===== config.mk =====
export PLATFORM = sky130hd
export DESIGN_NAME = tcrb_top
export DESIGN_NICKNAME = d
export VERILOG_FILES = /design/src/tcrb_pkg.sv /design/src/tcrb_edge_det.sv /design/src/tcrb_state_gen.sv /design/src/tcrb_top.sv
export SDC_FILE = /design/constraint.sdc
export NUM_CORES = 1
export LEC_CHECK = 0
export BUFFER_PORTS_ARGS = -buffer_cell sky130_fd_sc_hd__buf_2
export CORE_MARGIN = 3
export CORE_UTILIZATION = 26
export CTS_CLUSTER_DIAMETER = 150
export CTS_CLUSTER_SIZE = 16
export DETAILED_ROUTE_END_ITERATION = 16
export PLACE_DENSITY = 0.54
export SETUP_SLACK_MARGIN = 0.4
export SLEW_MARGIN = 20
export SYNTH_ARGS = -nofsm -noshare
export SYNTH_HDL_FRONTEND = slang
export SYNTH_SLANG_ARGS = --single-unit

===== constraint.sdc =====
create_clock -name mclk -period 3.4 [get_ports mclk]
set_clock_uncertainty 0.15 [all_clocks]
set_input_delay 0.17 -clock mclk [delete_from_list [all_inputs] [get_ports mclk]]
set_output_delay 0.17 -clock mclk [all_outputs]
set_load 0.01 [all_outputs]

===== src/tcrb_pkg.sv =====
// Operation
// RULE1: one 8-bit control register at 0C8H: flags, baud selects, enables, source, mode.
// RULE2: baud selects and capture/reload select all 0 with run set: 16-bit auto-reload.
// RULE3: baud selects 0, capture/reload select 1, run set: 16-bit capture mode.
// RULE4: either baud select 1 gives baud generator with reload; capture select ignored.
// RULE5: run control 0 stops all counting; run control 1 enables it in every mode.
// RULE6: clock source 0 counts internal clock; 1 counts pulses from external count pin.
// RULE7: falling edges on edge trigger pin ignored unless edge input enable is 1.
// RULE8: auto-reload: overflow or enabled trigger edge loads counter from reload pair.
// RULE9: capture: enabled trigger edge copies counter bytes into reload/capture pair.
// RULE10: overflow flag set on carry in auto-reload or capture mode.
// RULE11: external edge flag set on enabled trigger falling edge, in every mode.
// RULE12: both flags form one interrupt request; only software clears them.
// RULE13: in baud mode overflow does not set overflow flag; edge flag still works.
// RULE14: baud overflows clock receive and/or transmit circuit per the two selects.
// RULE15: baud mode internal clock counts at half oscillator; counter reads undefined.
// RULE16: count pin fall caught, moved to second flop at S5, made pulse at S3.
// RULE17: trigger pin fall caught, moved to second flop at S2, made event at S4.
// RULE18: external driver holds each pin level at least twelve oscillator periods.
// RULE19: counter stops while oscillator-halting power-down mode is active.
// RULE20: 16-bit up-counter of two bytes; carry on wrap from all ones to zero.
// RULE21: outside baud mode internal clock increments once per twelve-period machine cycle.
`default_nettype none
package tcrb_pkg;
   // *************************************************
   // register map (byte addresses)
   // *************************************************
   localparam logic [11:0] ADDR_CTRL     = 12'h0C8;
   localparam logic [11:0] ADDR_RCAP_LOW = 12'h0CC;
   localparam logic [11:0] ADDR_RCAP_HI  = 12'h0D0;
   localparam logic [11:0] ADDR_CNT_LOW  = 12'h0D4;
   localparam logic [11:0] ADDR_CNT_HI   = 12'h0D8;
   localparam logic [7:0]  CTRL_RESET    = 8'h00;
   localparam logic [15:0] CNT_RESET     = 16'h0000;
   localparam logic [15:0] CNT_ALL_ONES  = 16'hFFFF;
   // *************************************************
   // control field positions
   // *************************************************
   localparam int BIT_OVF   = 7;
   localparam int BIT_EXF   = 6;
   localparam int BIT_RXB   = 5;
   localparam int BIT_TXB   = 4;
   localparam int BIT_EXEN  = 3;
   localparam int BIT_RUN   = 2;
   localparam int BIT_CSRC  = 1;
   localparam int BIT_CAPRL = 0;
   // *************************************************
   // machine-cycle timing, in oscillator periods
   // *************************************************
   localparam logic [3:0] MC_LAST  = 4'hB;  // twelve periods per machine cycle
   localparam logic [3:0] PH_S2    = 4'h3;  // second half of each state
   localparam logic [3:0] PH_S3    = 4'h5;
   localparam logic [3:0] PH_S4    = 4'h7;
   localparam logic [3:0] PH_S5    = 4'h9;
endpackage
`default_nettype wire


===== src/tcrb_edge_det.sv =====
`default_nettype none
// *************************************************
// falling-edge catcher with two-state transfer
// *************************************************
module tcrb_edge_det (
   input  wire logic mclk,
   input  wire logic sys_rst,
   input  wire logic clk_en,
   input  wire logic pin,
   input  wire logic xfer_stb,
   input  wire logic sync_stb,
   output logic      event_q
);
   logic pin_prev_q;
   logic edge_catch_flop_q;
   logic edge_sync_flop_q;

   // previous pin level; resets high so a pin held low through reset counts as an edge
   always_ff @(posedge mclk) begin
      if (sys_rst) begin
         pin_prev_q <= 1'b1;
      end else if (clk_en) begin
         pin_prev_q <= pin;
      end
   end

   // catch flop: a new edge wins over the clear done by the transfer
   always_ff @(posedge mclk) begin
      if (sys_rst) begin
         edge_catch_flop_q <= 1'b0;
      end else if (clk_en) begin
         if (pin_prev_q && !pin) begin
            edge_catch_flop_q <= 1'b1;
         end else if (xfer_stb) begin
            edge_catch_flop_q <= 1'b0;
         end
      end
   end

   // second flop loads at the transfer state, is consumed at the sync state
   always_ff @(posedge mclk) begin
      if (sys_rst) begin
         edge_sync_flop_q <= 1'b0;
         event_q          <= 1'b0;
      end else if (clk_en) begin
         event_q <= sync_stb && edge_sync_flop_q;
         if (xfer_stb) begin
            edge_sync_flop_q <= edge_catch_flop_q;
         end else if (sync_stb) begin
            edge_sync_flop_q <= 1'b0;
         end
      end
   end
endmodule
`default_nettype wire


===== src/tcrb_state_gen.sv =====
`default_nettype none
// *************************************************
// machine-cycle state timing from the oscillator
// *************************************************
module tcrb_state_gen (
   input  wire logic mclk,
   input  wire logic sys_rst,
   input  wire logic clk_en,
   input  wire logic osc_halt,
   output logic      mc_tick,
   output logic      half_tick,
   output logic      s2_stb,
   output logic      s3_stb,
   output logic      s4_stb,
   output logic      s5_stb
);
   logic [3:0] phase_q;

   // phase counter stands still while the oscillator is halted
   always_ff @(posedge mclk) begin
      if (sys_rst) begin
         phase_q <= 4'h0;
      end else if (clk_en && !osc_halt) begin
         phase_q <= (phase_q == tcrb_pkg::MC_LAST) ? 4'h0 : phase_q + 4'h1;
      end
   end

   // strobes are qualified by the halt so nothing counts during power-down
   assign mc_tick   = !osc_halt && (phase_q == tcrb_pkg::MC_LAST);
   assign half_tick = !osc_halt && phase_q[0];
   assign s2_stb    = !osc_halt && (phase_q == tcrb_pkg::PH_S2);
   assign s3_stb    = !osc_halt && (phase_q == tcrb_pkg::PH_S3);
   assign s4_stb    = !osc_halt && (phase_q == tcrb_pkg::PH_S4);
   assign s5_stb    = !osc_halt && (phase_q == tcrb_pkg::PH_S5);
endmodule
`default_nettype wire


===== src/tcrb_top.sv =====
// The implementer's own choice: register access over APB.
`default_nettype none
// *************************************************
// timer two: reload, capture and baud generator
// *************************************************
module tcrb_top (
   input  wire logic        mclk,
   input  wire logic        sys_rst,
   input  wire logic        clk_en,
   input  wire logic        psel,
   input  wire logic        penable,
   input  wire logic        pwrite,
   input  wire logic [11:0] paddr,
   input  wire logic [31:0] pwdata,
   output logic      [31:0] prdata,
   output logic             pready,
   output logic             pslverr,
   input  wire logic        external_count_pin,
   input  wire logic        edge_trigger_pin,
   input  wire logic        power_down,
   output logic             timer_irq,
   output logic             rx_baud_pulse,
   output logic             tx_baud_pulse
);
   logic [7:0]  ctrl_q;
   logic [15:0] cnt_q;
   logic [15:0] rcap_q;
   logic        pready_q;
   logic        pslverr_q;
   logic [31:0] prdata_q;
   logic        irq_q;
   logic        rx_pulse_q;
   logic        tx_pulse_q;

   logic mc_tick;
   logic half_tick;
   logic s2_stb;
   logic s3_stb;
   logic s4_stb;
   logic s5_stb;
   logic count_event;
   logic trig_event;

   // *************************************************
   // timing and pin detectors
   // *************************************************
   tcrb_state_gen u_state (
      .mclk      (mclk),
      .sys_rst   (sys_rst),
      .clk_en    (clk_en),
      .osc_halt  (power_down),
      .mc_tick   (mc_tick),
      .half_tick (half_tick),
      .s2_stb    (s2_stb),
      .s3_stb    (s3_stb),
      .s4_stb    (s4_stb),
      .s5_stb    (s5_stb)
   );

   // count pin: transfer at S5, pulse at S3
   tcrb_edge_det u_count_det (
      .mclk     (mclk),
      .sys_rst  (sys_rst),
      .clk_en   (clk_en),
      .pin      (external_count_pin),
      .xfer_stb (s5_stb),  // RULE16
      .sync_stb (s3_stb),  // RULE16
      .event_q  (count_event)
   );

   // trigger pin: transfer at S2, event at S4
   tcrb_edge_det u_trig_det (
      .mclk     (mclk),
      .sys_rst  (sys_rst),
      .clk_en   (clk_en),
      .pin      (edge_trigger_pin),
      .xfer_stb (s2_stb),  // RULE17
      .sync_stb (s4_stb),  // RULE17
      .event_q  (trig_event)
   );

   // *************************************************
   // mode decode
   // *************************************************
   logic run;
   logic baud_mode;
   logic reload_mode;
   logic capture_mode;
   logic trig_ok;
   logic count_tick;
   logic carry;

   assign run          = ctrl_q[tcrb_pkg::BIT_RUN];
   assign baud_mode    = ctrl_q[tcrb_pkg::BIT_RXB] || ctrl_q[tcrb_pkg::BIT_TXB];  // RULE4
   assign reload_mode  = !baud_mode && !ctrl_q[tcrb_pkg::BIT_CAPRL];              // RULE2
   assign capture_mode = !baud_mode && ctrl_q[tcrb_pkg::BIT_CAPRL];               // RULE3
   assign trig_ok      = trig_event && ctrl_q[tcrb_pkg::BIT_EXEN];                // RULE7

   // source select; internal rate depends on baud mode
   always_comb begin
      if (!run || power_down) begin
         count_tick = 1'b0;  // RULE5 RULE19
      end else if (ctrl_q[tcrb_pkg::BIT_CSRC]) begin
         count_tick = count_event;  // RULE6
      end else if (baud_mode) begin
         count_tick = half_tick;  // RULE15
      end else begin
         count_tick = mc_tick;  // RULE21
      end
   end

   assign carry = count_tick && (cnt_q == tcrb_pkg::CNT_ALL_ONES);  // RULE20

   // *************************************************
   // apb slave: one wait state, answer from flops
   // *************************************************
   logic access;
   logic wr_ctrl;
   logic wr_rcap_lo;
   logic wr_rcap_hi;
   logic wr_cnt_lo;
   logic wr_cnt_hi;
   logic mapped;

   assign access = psel && penable && pready_q;

   always_comb begin
      mapped     = 1'b1;
      wr_ctrl    = 1'b0;
      wr_rcap_lo = 1'b0;
      wr_rcap_hi = 1'b0;
      wr_cnt_lo  = 1'b0;
      wr_cnt_hi  = 1'b0;
      if (paddr == tcrb_pkg::ADDR_CTRL) begin
         wr_ctrl = access && pwrite;  // RULE1
      end else if (paddr == tcrb_pkg::ADDR_RCAP_LOW) begin
         wr_rcap_lo = access && pwrite;
      end else if (paddr == tcrb_pkg::ADDR_RCAP_HI) begin
         wr_rcap_hi = access && pwrite;
      end else if (paddr == tcrb_pkg::ADDR_CNT_LOW) begin
         wr_cnt_lo = access && pwrite;
      end else if (paddr == tcrb_pkg::ADDR_CNT_HI) begin
         wr_cnt_hi = access && pwrite;
      end else begin
         mapped = 1'b0;
      end
   end

   // ready rises one cycle into the access phase and drops after the edge it is seen at
   always_ff @(posedge mclk) begin
      if (sys_rst) begin
         pready_q  <= 1'b0;
         pslverr_q <= 1'b0;
         prdata_q  <= 32'h0000_0000;
      end else if (clk_en) begin
         pready_q  <= psel && penable && !pready_q;
         pslverr_q <= psel && penable && !pready_q && !mapped;
         if (psel && penable && !pready_q && !pwrite) begin
            if (paddr == tcrb_pkg::ADDR_CTRL) begin
               prdata_q <= {24'h00_0000, ctrl_q};
            end else if (paddr == tcrb_pkg::ADDR_RCAP_LOW) begin
               prdata_q <= {24'h00_0000, rcap_q[7:0]};
            end else if (paddr == tcrb_pkg::ADDR_RCAP_HI) begin
               prdata_q <= {24'h00_0000, rcap_q[15:8]};
            end else if (paddr == tcrb_pkg::ADDR_CNT_LOW) begin
               // while counting fast in baud mode this byte may be torn
               prdata_q <= {24'h00_0000, cnt_q[7:0]};  // RULE15
            end else if (paddr == tcrb_pkg::ADDR_CNT_HI) begin
               prdata_q <= {24'h00_0000, cnt_q[15:8]};
            end else begin
               prdata_q <= 32'h0000_0000;
            end
         end
      end
   end

   // *************************************************
   // control register and flags
   // *************************************************
   logic set_ovf;
   logic set_exf;

   assign set_ovf = carry && !baud_mode;  // RULE10 RULE13
   assign set_exf = trig_ok;              // RULE11

   // hardware set wins over a software clear in the same cycle
   always_ff @(posedge mclk) begin
      if (sys_rst) begin
         ctrl_q <= tcrb_pkg::CTRL_RESET;
      end else if (clk_en) begin
         if (wr_ctrl) begin
            ctrl_q <= pwdata[7:0];
         end
         if (set_ovf) begin
            ctrl_q[tcrb_pkg::BIT_OVF] <= 1'b1;  // RULE12
         end
         if (set_exf) begin
            ctrl_q[tcrb_pkg::BIT_EXF] <= 1'b1;  // RULE12
         end
      end
   end

   // *************************************************
   // counter and reload/capture pair
   // *************************************************
   // reload on carry (reload and baud) or on enabled trigger (reload only)
   always_ff @(posedge mclk) begin
      if (sys_rst) begin
         cnt_q <= tcrb_pkg::CNT_RESET;
      end else if (clk_en) begin
         if (wr_cnt_lo) begin
            cnt_q[7:0] <= pwdata[7:0];
         end else if (wr_cnt_hi) begin
            cnt_q[15:8] <= pwdata[7:0];
         end else if (run && ((carry && !capture_mode) || (trig_ok && reload_mode))) begin
            cnt_q <= rcap_q;  // RULE8 RULE4
         end else if (count_tick) begin
            cnt_q <= cnt_q + 16'h0001;  // RULE20
         end
      end
   end

   // capture takes precedence over a software write in the same cycle
   always_ff @(posedge mclk) begin
      if (sys_rst) begin
         rcap_q <= tcrb_pkg::CNT_RESET;
      end else if (clk_en) begin
         if (run && capture_mode && trig_ok) begin
            rcap_q <= cnt_q;  // RULE9
         end else if (wr_rcap_lo) begin
            rcap_q[7:0] <= pwdata[7:0];
         end else if (wr_rcap_hi) begin
            rcap_q[15:8] <= pwdata[7:0];
         end
      end
   end

   // *************************************************
   // outputs to interrupt controller and serial port
   // *************************************************
   always_ff @(posedge mclk) begin
      if (sys_rst) begin
         irq_q      <= 1'b0;
         rx_pulse_q <= 1'b0;
         tx_pulse_q <= 1'b0;
      end else if (clk_en) begin
         irq_q      <= ctrl_q[tcrb_pkg::BIT_OVF] || ctrl_q[tcrb_pkg::BIT_EXF];  // RULE12
         rx_pulse_q <= carry && ctrl_q[tcrb_pkg::BIT_RXB];  // RULE14
         tx_pulse_q <= carry && ctrl_q[tcrb_pkg::BIT_TXB];  // RULE14
      end
   end

   assign prdata        = prdata_q;
   assign pready        = pready_q;
   assign pslverr       = pslverr_q;
   assign timer_irq     = irq_q;
   assign rx_baud_pulse = rx_pulse_q;
   assign tx_baud_pulse = tx_pulse_q;
endmodule
`default_nettype wire


# After elaboration in Yosys (flattened, before gate mapping)
# Index checks and enable logic that the tools add are counted.
# totals
out_inout_bits	37
word_cells	152
ff_bits	89
inputBits	53
# classes
eq_ne	13
muxes	49
n_bitwise	1
addsub	2
n_reduce_logical	65
# ops
op	n
8-bit two-way mux	12
12-bit by 8-bit equality test with 1-bit output (second input constant)	5
16-bit two-way mux	3
1-bit two-way mux	33
1-bit logical AND	29
2-bit AND reduction	9
16-bit by 1-bit adder with 16-bit output (second input constant)	1
16-bit equality test (second input constant)	1
2-bit nonzero test	8
1-bit zero test	10
3-bit AND reduction	3
4-bit by 3-bit equality test with 1-bit output (second input constant)	2
4-bit equality test (second input constant)	2
3-bit nonzero test	2
4-bit by 1-bit adder with 4-bit output (second input constant)	1
4-bit by 2-bit equality test with 1-bit output (second input constant)	1
1-bit logical OR	4
4-bit two-way mux	1
2-bit by 1-bit inequality test with 1-bit output (second input constant)	1
2-bit inequality test (second input constant)	1
1-bit NOT	1

# Longest topological paths before layout
# Gate-level depths: netlist (run 1).
# logic_depth
word_depth	12
ltp_mapped	10
ltp_nobuf	8

# By module
# Synthesis (run 1) repeated with hierarchy kept, for this count alone.
# hier_totals
hier_cells	496
hier_area_um2	4043.9
# modules_own_cells
mod	seq_area_each_um2	cells_per_inst	area_per_inst_um2	n_inst
tcrb_top	1061.0	436	3459.6	1
tcrb_edge_det	80.1	16	160.2	2
tcrb_state_gen	80.1	28	264.0	1

# Least setup slack after synthesis (run 1)
# OpenSTA, ideal clock, no wires.
# synth_timing
kind	register -> register
from	register u_state.phase_q[0]
to	register cnt_q[1]
period_less_slack_ps	2388
required_time_ps	3133
path_buffers	1
stages_incl_launch_ff	10
slack_ps	1012
arrival_time_ps	2121
setup_ps	117
cell_sequence	dfxtp_1 > ha_1 > and3b_1 > or4_4 > and4_4 > o21ai_4 > buf_6 > nor2_2 > a211o_1 > a32o_1
# synth_via
elab_chain_cells	12
elab_cells_between_ends	15
cone_classes	1 x eq/ne; 6 x mux; 8 x reduce/logical
# synth_lines
item	line	source
start, declared	tcrb_state_gen.sv:17	logic [3:0] phase_q;
start signal, assigned	tcrb_state_gen.sv:24	phase_q <= (phase_q == tcrb_pkg::MC_LAST) ? 4'h0 : phase_q + 4'h1;
4-bit equality test	tcrb_state_gen.sv:29	assign mc_tick = !osc_halt && (phase_q == tcrb_pkg::MC_LAST);
1-bit logical AND	tcrb_state_gen.sv:29	
1-bit two-way mux *	tcrb_top.sv:105	end else if (baud_mode) begin
1-bit two-way mux *	tcrb_top.sv:103	end else if (ctrl_q[tcrb_pkg::BIT_CSRC]) begin
1-bit two-way mux *	tcrb_top.sv:101	if (!run || power_down) begin
1-bit logical AND	tcrb_top.sv:112	assign carry = count_tick && (cnt_q == tcrb_pkg::CNT_ALL_ONES);
1-bit logical AND	tcrb_top.sv:215	end else if (run && ((carry && !capture_mode) || (trig_ok && reload_mode))) begin
1-bit logical OR	tcrb_top.sv:215	
1-bit logical AND	tcrb_top.sv:215	
16-bit two-way mux	tcrb_top.sv:215	
8-bit two-way mux	tcrb_top.sv:213	end else if (wr_cnt_hi) begin
8-bit two-way mux	tcrb_top.sv:211	if (wr_cnt_lo) begin
end signal, assigned	tcrb_top.sv:212	cnt_q[7:0] <= pwdata[7:0];
end signal, assigned	tcrb_top.sv:216	cnt_q <= rcap_q;
end signal, assigned	tcrb_top.sv:218	cnt_q <= cnt_q + 16'h0001;
end, declared	tcrb_top.sv:26	logic [15:0] cnt_q;
# Mark *: on every way between the ends. The rest lies on a longest branch, timed or not. The select of a mux whose other input is x is not followed.
# A chain may end at the register's enable or synchronous reset.

# Worst setup path after layout (run 1)
# layout_timing
from	register u_state.phase_q[0]
to	register cnt_q[3]
# Same word-level chain as after synthesis.

==> run summary, run 1 <==
Root Buffer Master: clkbuf_16
TritonCTS clock tree: done
Primary FF master, synth: dfxtp_1
hold violation total from the final report: 0
antenna diode count: 0
number of I/O port buffers: 41
die width: 132 um
portion of synthesized cell area occupied by the leading cell type: 31.4%
category of the worst setup path launch point: flip-flop
GRT Util Overall: 13.0%
wire per inst: 15.4 um
fraction of synthesis flops using an asynchronous set or reset pin: 0%
TNS Setup: 0 ns
YS warnings: 0
via count: 3,663
unrepaired setup endpoints after global routing: no
maximum clock rate: 351 MHz
worst-skew pair later-pin latency: 0.34 ns
biggest area contributors in the synthesized netlist: dfxtp_1, mux2i_1, nand2_1
master of the slowest instance on the critical path: or4_4
maximum number of pins on one net before global-route repair: 42
post-synthesis sequential area ratio: 31.4%
post-synthesis cell type with the largest combined area: dfxtp_1
setup slack of the worst register-to-register path: 0.55 ns
core box area: 15,400 sq um
Post CTS Setup Buffer Count: 0
cell with the most instances after synthesis: dfxtp_1
routability-driven placement congestion ratio: 0.901
Leakage Power: 1.81 nW
headroom to the max-slew limit: 36.4%
area of the mapped netlist: 4150 sq um
leftover overflow at the end of global routing: 0
total routed wirelength: 11,500 um
Clock Sink Count: 65
count of routing violations after the opening detailed-route iteration: 250
CP Cell Sequence: ha_1 -> and3b_1 -> or4_4 -> and4_4 -> o21ai_4 -> buf_12 -> mux2i_1 -> nor3b_1 -> nor4_1
element type at the critical path end: flip-flop
gate count after technology mapping: 502
Synth top cells by count: dfxtp_1, nand2_1, nor2_1
global-route wire length before repair: 18,500 um
CTS H-Tree Depth: 3
Die Area: 17,500 sq um
final count of pins violating max slew: 0
fraction of final layout cells sized beyond drive strength 1: 18.1%
final critical path time including I/O delays and setup: 2.85 ns
slew at the pin closest to its max-slew limit: 0.954 ns
Pwr per Cell Area: 399 nW/um^2
I/O pin total: 90
TritonCTS buffer count: 9
type of the tightest min-delay check: in -> reg
critical path type: reg -> reg
clock slew at the register clock pins of the worst setup and hold paths: 0.06 ns
number of antenna violations at the first check in global routing: 0
largest driver fanout on the critical path: 18
post-detailed-route via-to-cell ratio: 4.94
Post-DRT Antenna Nets: 0
number of enable-type register cells in the synthesized netlist: 0
Netlist cell types: 58
fraction of the cycle the final worst path needs: 83.9%
#FFs+latches synth: 65
number of remaining DRC errors: 0
effective utilization at floorplan: 26.9%
average cell area after synthesis: 8.26 sq um
number of buffers between clock root and the deepest sink: 2
fillers: 1,663
status: finished clean
net total in the final layout: 582
endpoints failing setup: 0
data arrival time of the critical path: 2.94 ns
number of global-route vias before repair: 3,490
post-route worst hold slack: 0.0388 ns
row cnt: 45
required time at the worst-slack endpoint: 3.49 ns
largest vdd supply drop: 190 uV
post-detailed-placement half-perimeter wirelength: 8340 um
Pre-Repair DR Iteration Count: 5
Vert. Die Dim: 132 um
number of max-capacitance violations reported: 0
synthesis-to-finish area growth: 13.8%
Slowest Stage Delay on Critical Path: 0.46 ns
[state kept, by name, indices dropped and copies added (netlist names), 4 cells and up]
signal,cells
rcap_q,16
prdata,8
ctrl_q,8
u_state.phase_q,4
cnt_q,16
[path summary, 6_finish.rpt]
| check | start | cells past startpoint | endpoint |
|---|---|---|---|
| worst max register to register | u_state.phase_q[0] | 9 | cnt_q[3] |
| worst max-delay path | u_state.phase_q[0] | 9 | cnt_q[3] |
| worst min register to register | prdata[2] | 2 | prdata[2] |
| worst min-delay path | pwdata[2] | 3 | ctrl_q[2] |
[cell families (layout without fill, tap and decap cells)]
family                     after synthesis  after routing  share of synthesized area [%]
adders and majority gates                3              3                          0.905
and+or+nand+nor                        193            193                           23.0
DFF                                     65             65                           31.4
AOI/OAI and AO/OA                      126            126                           23.7
other                                    1             24                         0.0904
buffers and inverters                   66             72                           9.74
xor gates and xnor gates                13             13                           2.74
muxes                                   35             35                           8.47
[stage by stage]
stage	worst slack, ns	power, mW	utilization [%]	cell area [sq um]	cells
global placement	0.623	0.906	28.4	4390	724
finish	0.549	1.88	30.6	4720	742
global route	0.419	1.96	30.6	4720	742
detailed placement	0.580	0.909	28.4	4390	724
floorplan	1.01	0.883	-	4240	525
CTS	0.559	1.90	30.6	4720	742
[per-layer routing]
layer  vias up  track usage (%)  part of all wire (%)
met5         -                0                     0
li1       1810                -                     -
met2       108             20.8                    46
met3        25             3.05                   4.6
met1      1720             17.0                    46
met4         0             5.25                   3.0
[power by group]
group / total (mW) / switching (mW) / internal (mW)
Clock: 0.986 / 0.344 / 0.642
Sequential: 0.773 / 0.00483 / 0.769
Combinational: 0.122 / 0.0840 / 0.0377
Total: 1.88 / 0.433 / 1.45
[placed cells by master (no fill, tap or decap), types with 4 or more instances in the layout]
| cell | instances |
|---|---|
| a211oi_1 | 18 |
| a21oi_1 | 24 |
| a311oi_2 | 12 |
| and3_1 | 6 |
| and4_1 | 6 |
| buf_2 | 41 |
| buf_4 | 6 |
| clkbuf_16 | 9 |
| conb_1 | 24 |
| dfxtp_1 | 65 |
| inv_1 | 6 |
| mux2i_1 | 34 |
| nand2_1 | 62 |
| nand2b_1 | 6 |
| nand3_1 | 13 |
| nand4_1 | 6 |
| nor2_1 | 60 |
| nor2b_1 | 8 |
| o2111ai_1 | 8 |
| o211ai_1 | 4 |
| o211ai_2 | 9 |
| o21ai_0 | 33 |
| xnor2_1 | 5 |
| xor2_1 | 8 |
[final cells by class]
cell class	instances	area, sq um	share of cell area, %
timing repair buffer	50	290	6.15
clock buffer	11	233	4.93
sequential	65	1300	27.6
multi-input combinational	394	2530	53.6
inverter	6	22.5	0.477
tap	211	264	5.59
clock inverter	5	78.8	1.67
[what timing repair did]
item	in CTS	in global routing
hold buffers	2	0
resized for setup	0	0
endpoints found under the hold margin	2	0
setup endpoints to repair	0	0
[worst max-delay path, delay by kind of cell (launching register included)]
kind / cells / cell delay (ns)
and+or+nand+nor: 5 / 1.17
AOI/OAI and AO/OA: 1 / 0.38
DFF: 1 / 0.37
adders and majority gates: 1 / 0.27
buffers and inverters: 1 / 0.22
muxes: 1 / 0.19
Power figures use the tool's default switching activity.
==> run 2: changes to the inputs <==
Settings changed: ABC_AREA from default to 1.
Clock period 3.4 ns to 2.8 ns, I/O delays scaled along.
==> run summary, run 2 <==
status: finished clean
effective utilization at floorplan: 26.9% (about the same)
endpoints failing setup: 0 (unchanged)
clock slew at the register clock pins of the worst setup and hold paths: 0.06 ns (about the same)
unrepaired setup endpoints after global routing: no
post-detailed-route via-to-cell ratio: 4.66 (-5.7%)
cell with the most instances after synthesis: nand2_1
TritonCTS clock tree: done
number of global-route vias before repair: 3,853 (+10%)
Clock Sink Count: 65 (unchanged)
area of the mapped netlist: 4150 sq um (about the same)
Leakage Power: 2.12 nW (+17%)
leftover overflow at the end of global routing: 0 (unchanged)
headroom to the max-slew limit: 55.0% (+19 points)
Root Buffer Master: clkbuf_16
I/O pin total: 90 (unchanged)
total internal power: 1.64 mW (+13%)
fraction of final layout cells sized beyond drive strength 1: 14.9% (-3.2 points)
category of the worst setup path launch point: flip-flop
final count of pins violating max slew: 0 (unchanged)
number of max-capacitance violations reported: 0 (unchanged)
total routed wirelength: 12,600 um (+9.8%)
R2R cell count: 13 (+4)
biggest area contributors in the synthesized netlist: dfxtp_1, nand2_1, nand3_1
largest registers: cnt_q: 16 flops, rcap_q: 16 flops
antenna diode count: 0 (unchanged)
critical path type: reg -> reg
Vert. Die Dim: 132 um (about the same)
Die Area: 17,500 sq um (about the same)
element type at the critical path end: flip-flop
core box area: 15,400 sq um (unchanged)
number of I/O port buffers: 41 (unchanged)
Logic pwr share: 6.5% (about the same)
post-route worst hold slack: 0.00890 ns (-0.0299 ns)
slew at the pin closest to its max-slew limit: 0.670 ns (-0.284 ns)
post-detailed-placement half-perimeter wirelength: 9430 um (+13%)
maximum clock rate: 449 MHz (+28%)
fraction of synthesis flops using an asynchronous set or reset pin: 0% (unchanged)
Pwr per Cell Area: 438 nW/um^2 (+10%)
switching share of power: 23.8% (+0.82 points)
fraction of the cycle the final worst path needs: 79.5% (-4.4 points)
data arrival time of the critical path: 2.31 ns (-0.63 ns)
worst hold stages: 3 (unchanged)
Pre-Repair DR Iteration Count: 5 (unchanged)
final critical path time including I/O delays and setup: 2.23 ns (-0.626 ns)
leading cell types in the layout, fill and taps excluded: nand2_1, inv_1, nor2_1
net total in the final layout: 752 (+29%)
#FFs+latches synth: 65 (unchanged)
post-synthesis sequential area ratio: 31.4% (about the same)
global-route wire length before repair: 19,900 um (+7.6%)
Netlist cell types: 40 (-31%)
largest vdd supply drop: 339 uV (+78%)
CTS H-Tree Depth: 3 (unchanged)
type of the tightest min-delay check: in -> reg
maximum number of pins on one net before global-route repair: 32 (-24%)
finished layout cell area: 4910 sq um (+4.1%)
Primary FF master, synth: dfxtp_1
number of remaining DRC errors: 0 (unchanged)
cell area after placement: 4500 sq um (+2.5%)
largest driver fanout on the critical path: 18 (unchanged)
number of antenna violations at the first check in global routing: 0 (unchanged)
sequential power share: 43.6% (+2.5 points)
GRT Util Overall: 14.1% (+1.1 points)
via count: 4,243 (+16%)
hold violation total from the final report: 0 (unchanged)
gate count after technology mapping: 642 (+28%)
TNS Setup: 0 ns (unchanged)
filler-free cell count of the finished design: 911 (+23%)
clock power share: 49.9% (-2.5 points)
Post-DRT Antenna Nets: 0 (unchanged)
worst-skew pair later-pin latency: 0.33 ns (about the same)
routability-driven placement congestion ratio: 0.898 (-0.32%)
post-synthesis cell type with the largest combined area: dfxtp_1
die width: 132 um (about the same)
row cnt: 45 (unchanged)
Synth top cells by count: nand2_1, inv_1, nor2_1
wire per inst: 13.8 um (-11%)
average cell area after synthesis: 6.46 sq um (-22%)
synthesis-to-finish area growth: 18.5%
Placed Instances: 884 (+22%)
sw power: 0.513 mW (+19%)
YS warnings: 0 (unchanged)
portion of synthesized cell area occupied by the leading cell type: 31.4% (about the same)
number of enable-type register cells in the synthesized netlist: 0 (unchanged)
number of buffers between clock root and the deepest sink: 2 (unchanged)
TritonCTS buffer count: 9 (unchanged)
utilization after layout: 31.8% (+1.2 points)
count of routing violations after the opening detailed-route iteration: 288 (+15%)
most common cell after layout, fill and taps aside: nand2_1
required time at the worst-slack endpoint: 2.88 ns (-0.61 ns)
==> run 2: cell families after synthesis <==
family / share of synthesized area, %
simple gates: 33.6
buf+inv: 14.8
flops: 31.4
mux: 0.241
compound gates: 16.2
fa+ha+maj: 0.905
xor+xnor: 2.75
other cells: 0.0904
==> run 2: metal layers <==
metal	up-vias	GRT usage, %	routed length, um
li1	2144	-	-
met1	1960	19.1	6010
met2	114	22.9	5770
met3	25	2.48	539
met4	0	4.39	246
met5	-	0	0
==> run 2: what timing repair did <==
action / 4_1_cts / 5_1_grt
buffers inserted: 1 / 5
resized for setup: 0 / 5
hold buffers: 6 / 0
pin swaps: 1 / 2
setup endpoints to repair: 3 / 24
endpoints found under the hold margin: 8 / 0
==> run 2: final cells by class <==
| class | instances | area, sq um |
|---|---|---|
| Sequential cell | 65 | 1300 |
| Inverter | 83 | 312 |
| Fill cell | 1767 | 10500 |
| Clock inverter | 3 | 15.0 |
| Multi-Input combinational cell | 471 | 2330 |
| Clock buffer | 12 | 267 |
| Timing Repair Buffer | 66 | 424 |
| Tap cell | 211 | 264 |
==> run 2: critical path: stages, from the launching register on <==
cell     delay [ns]
dfxtp_1        0.41
ha_4           0.17
nand3_2        0.13
inv_2          0.10
nand2_2        0.07
nor2_2         0.16
nand4_2        0.12
nand2_4        0.15
nand2_4        0.10
buf_6          0.18
o21ai_0        0.15
inv_1          0.05
a21oi_1        0.12
nor2_1         0.05
==> run 2: worst paths after layout <==
check	start	end	slack, ns
max	cnt_q[1]	cnt_q[15]	0.57
min	pwdata[5]	ctrl_q[5]	0.009
max reg2reg	cnt_q[1]	cnt_q[15]	0.57
min reg2reg	prdata[2]	prdata[2]	0.31
==> run 2: per-stage QoR <==
stage / setup WS, ns / power [mW]
6_report: 0.574 / 2.15
3_5_place_dp: 0.384 / 1.09
3_3_place_gp: 0.411 / 1.09
5_1_grt: 0.401 / 2.23
2_1_floorplan: 0.886 / 1.06
4_1_cts: 0.400 / 2.18
==> run 2: power groups by stage <==
stage	clock network, mW	registers, mW	logic [mW]
6_report	1.07	0.940	0.139
5_1_grt	1.13	0.940	0.157
4_1_cts	1.10	0.940	0.140
3_5_place_dp	0	0.960	0.133
3_3_place_gp	0	0.960	0.133
2_1_floorplan	0	0.960	0.102
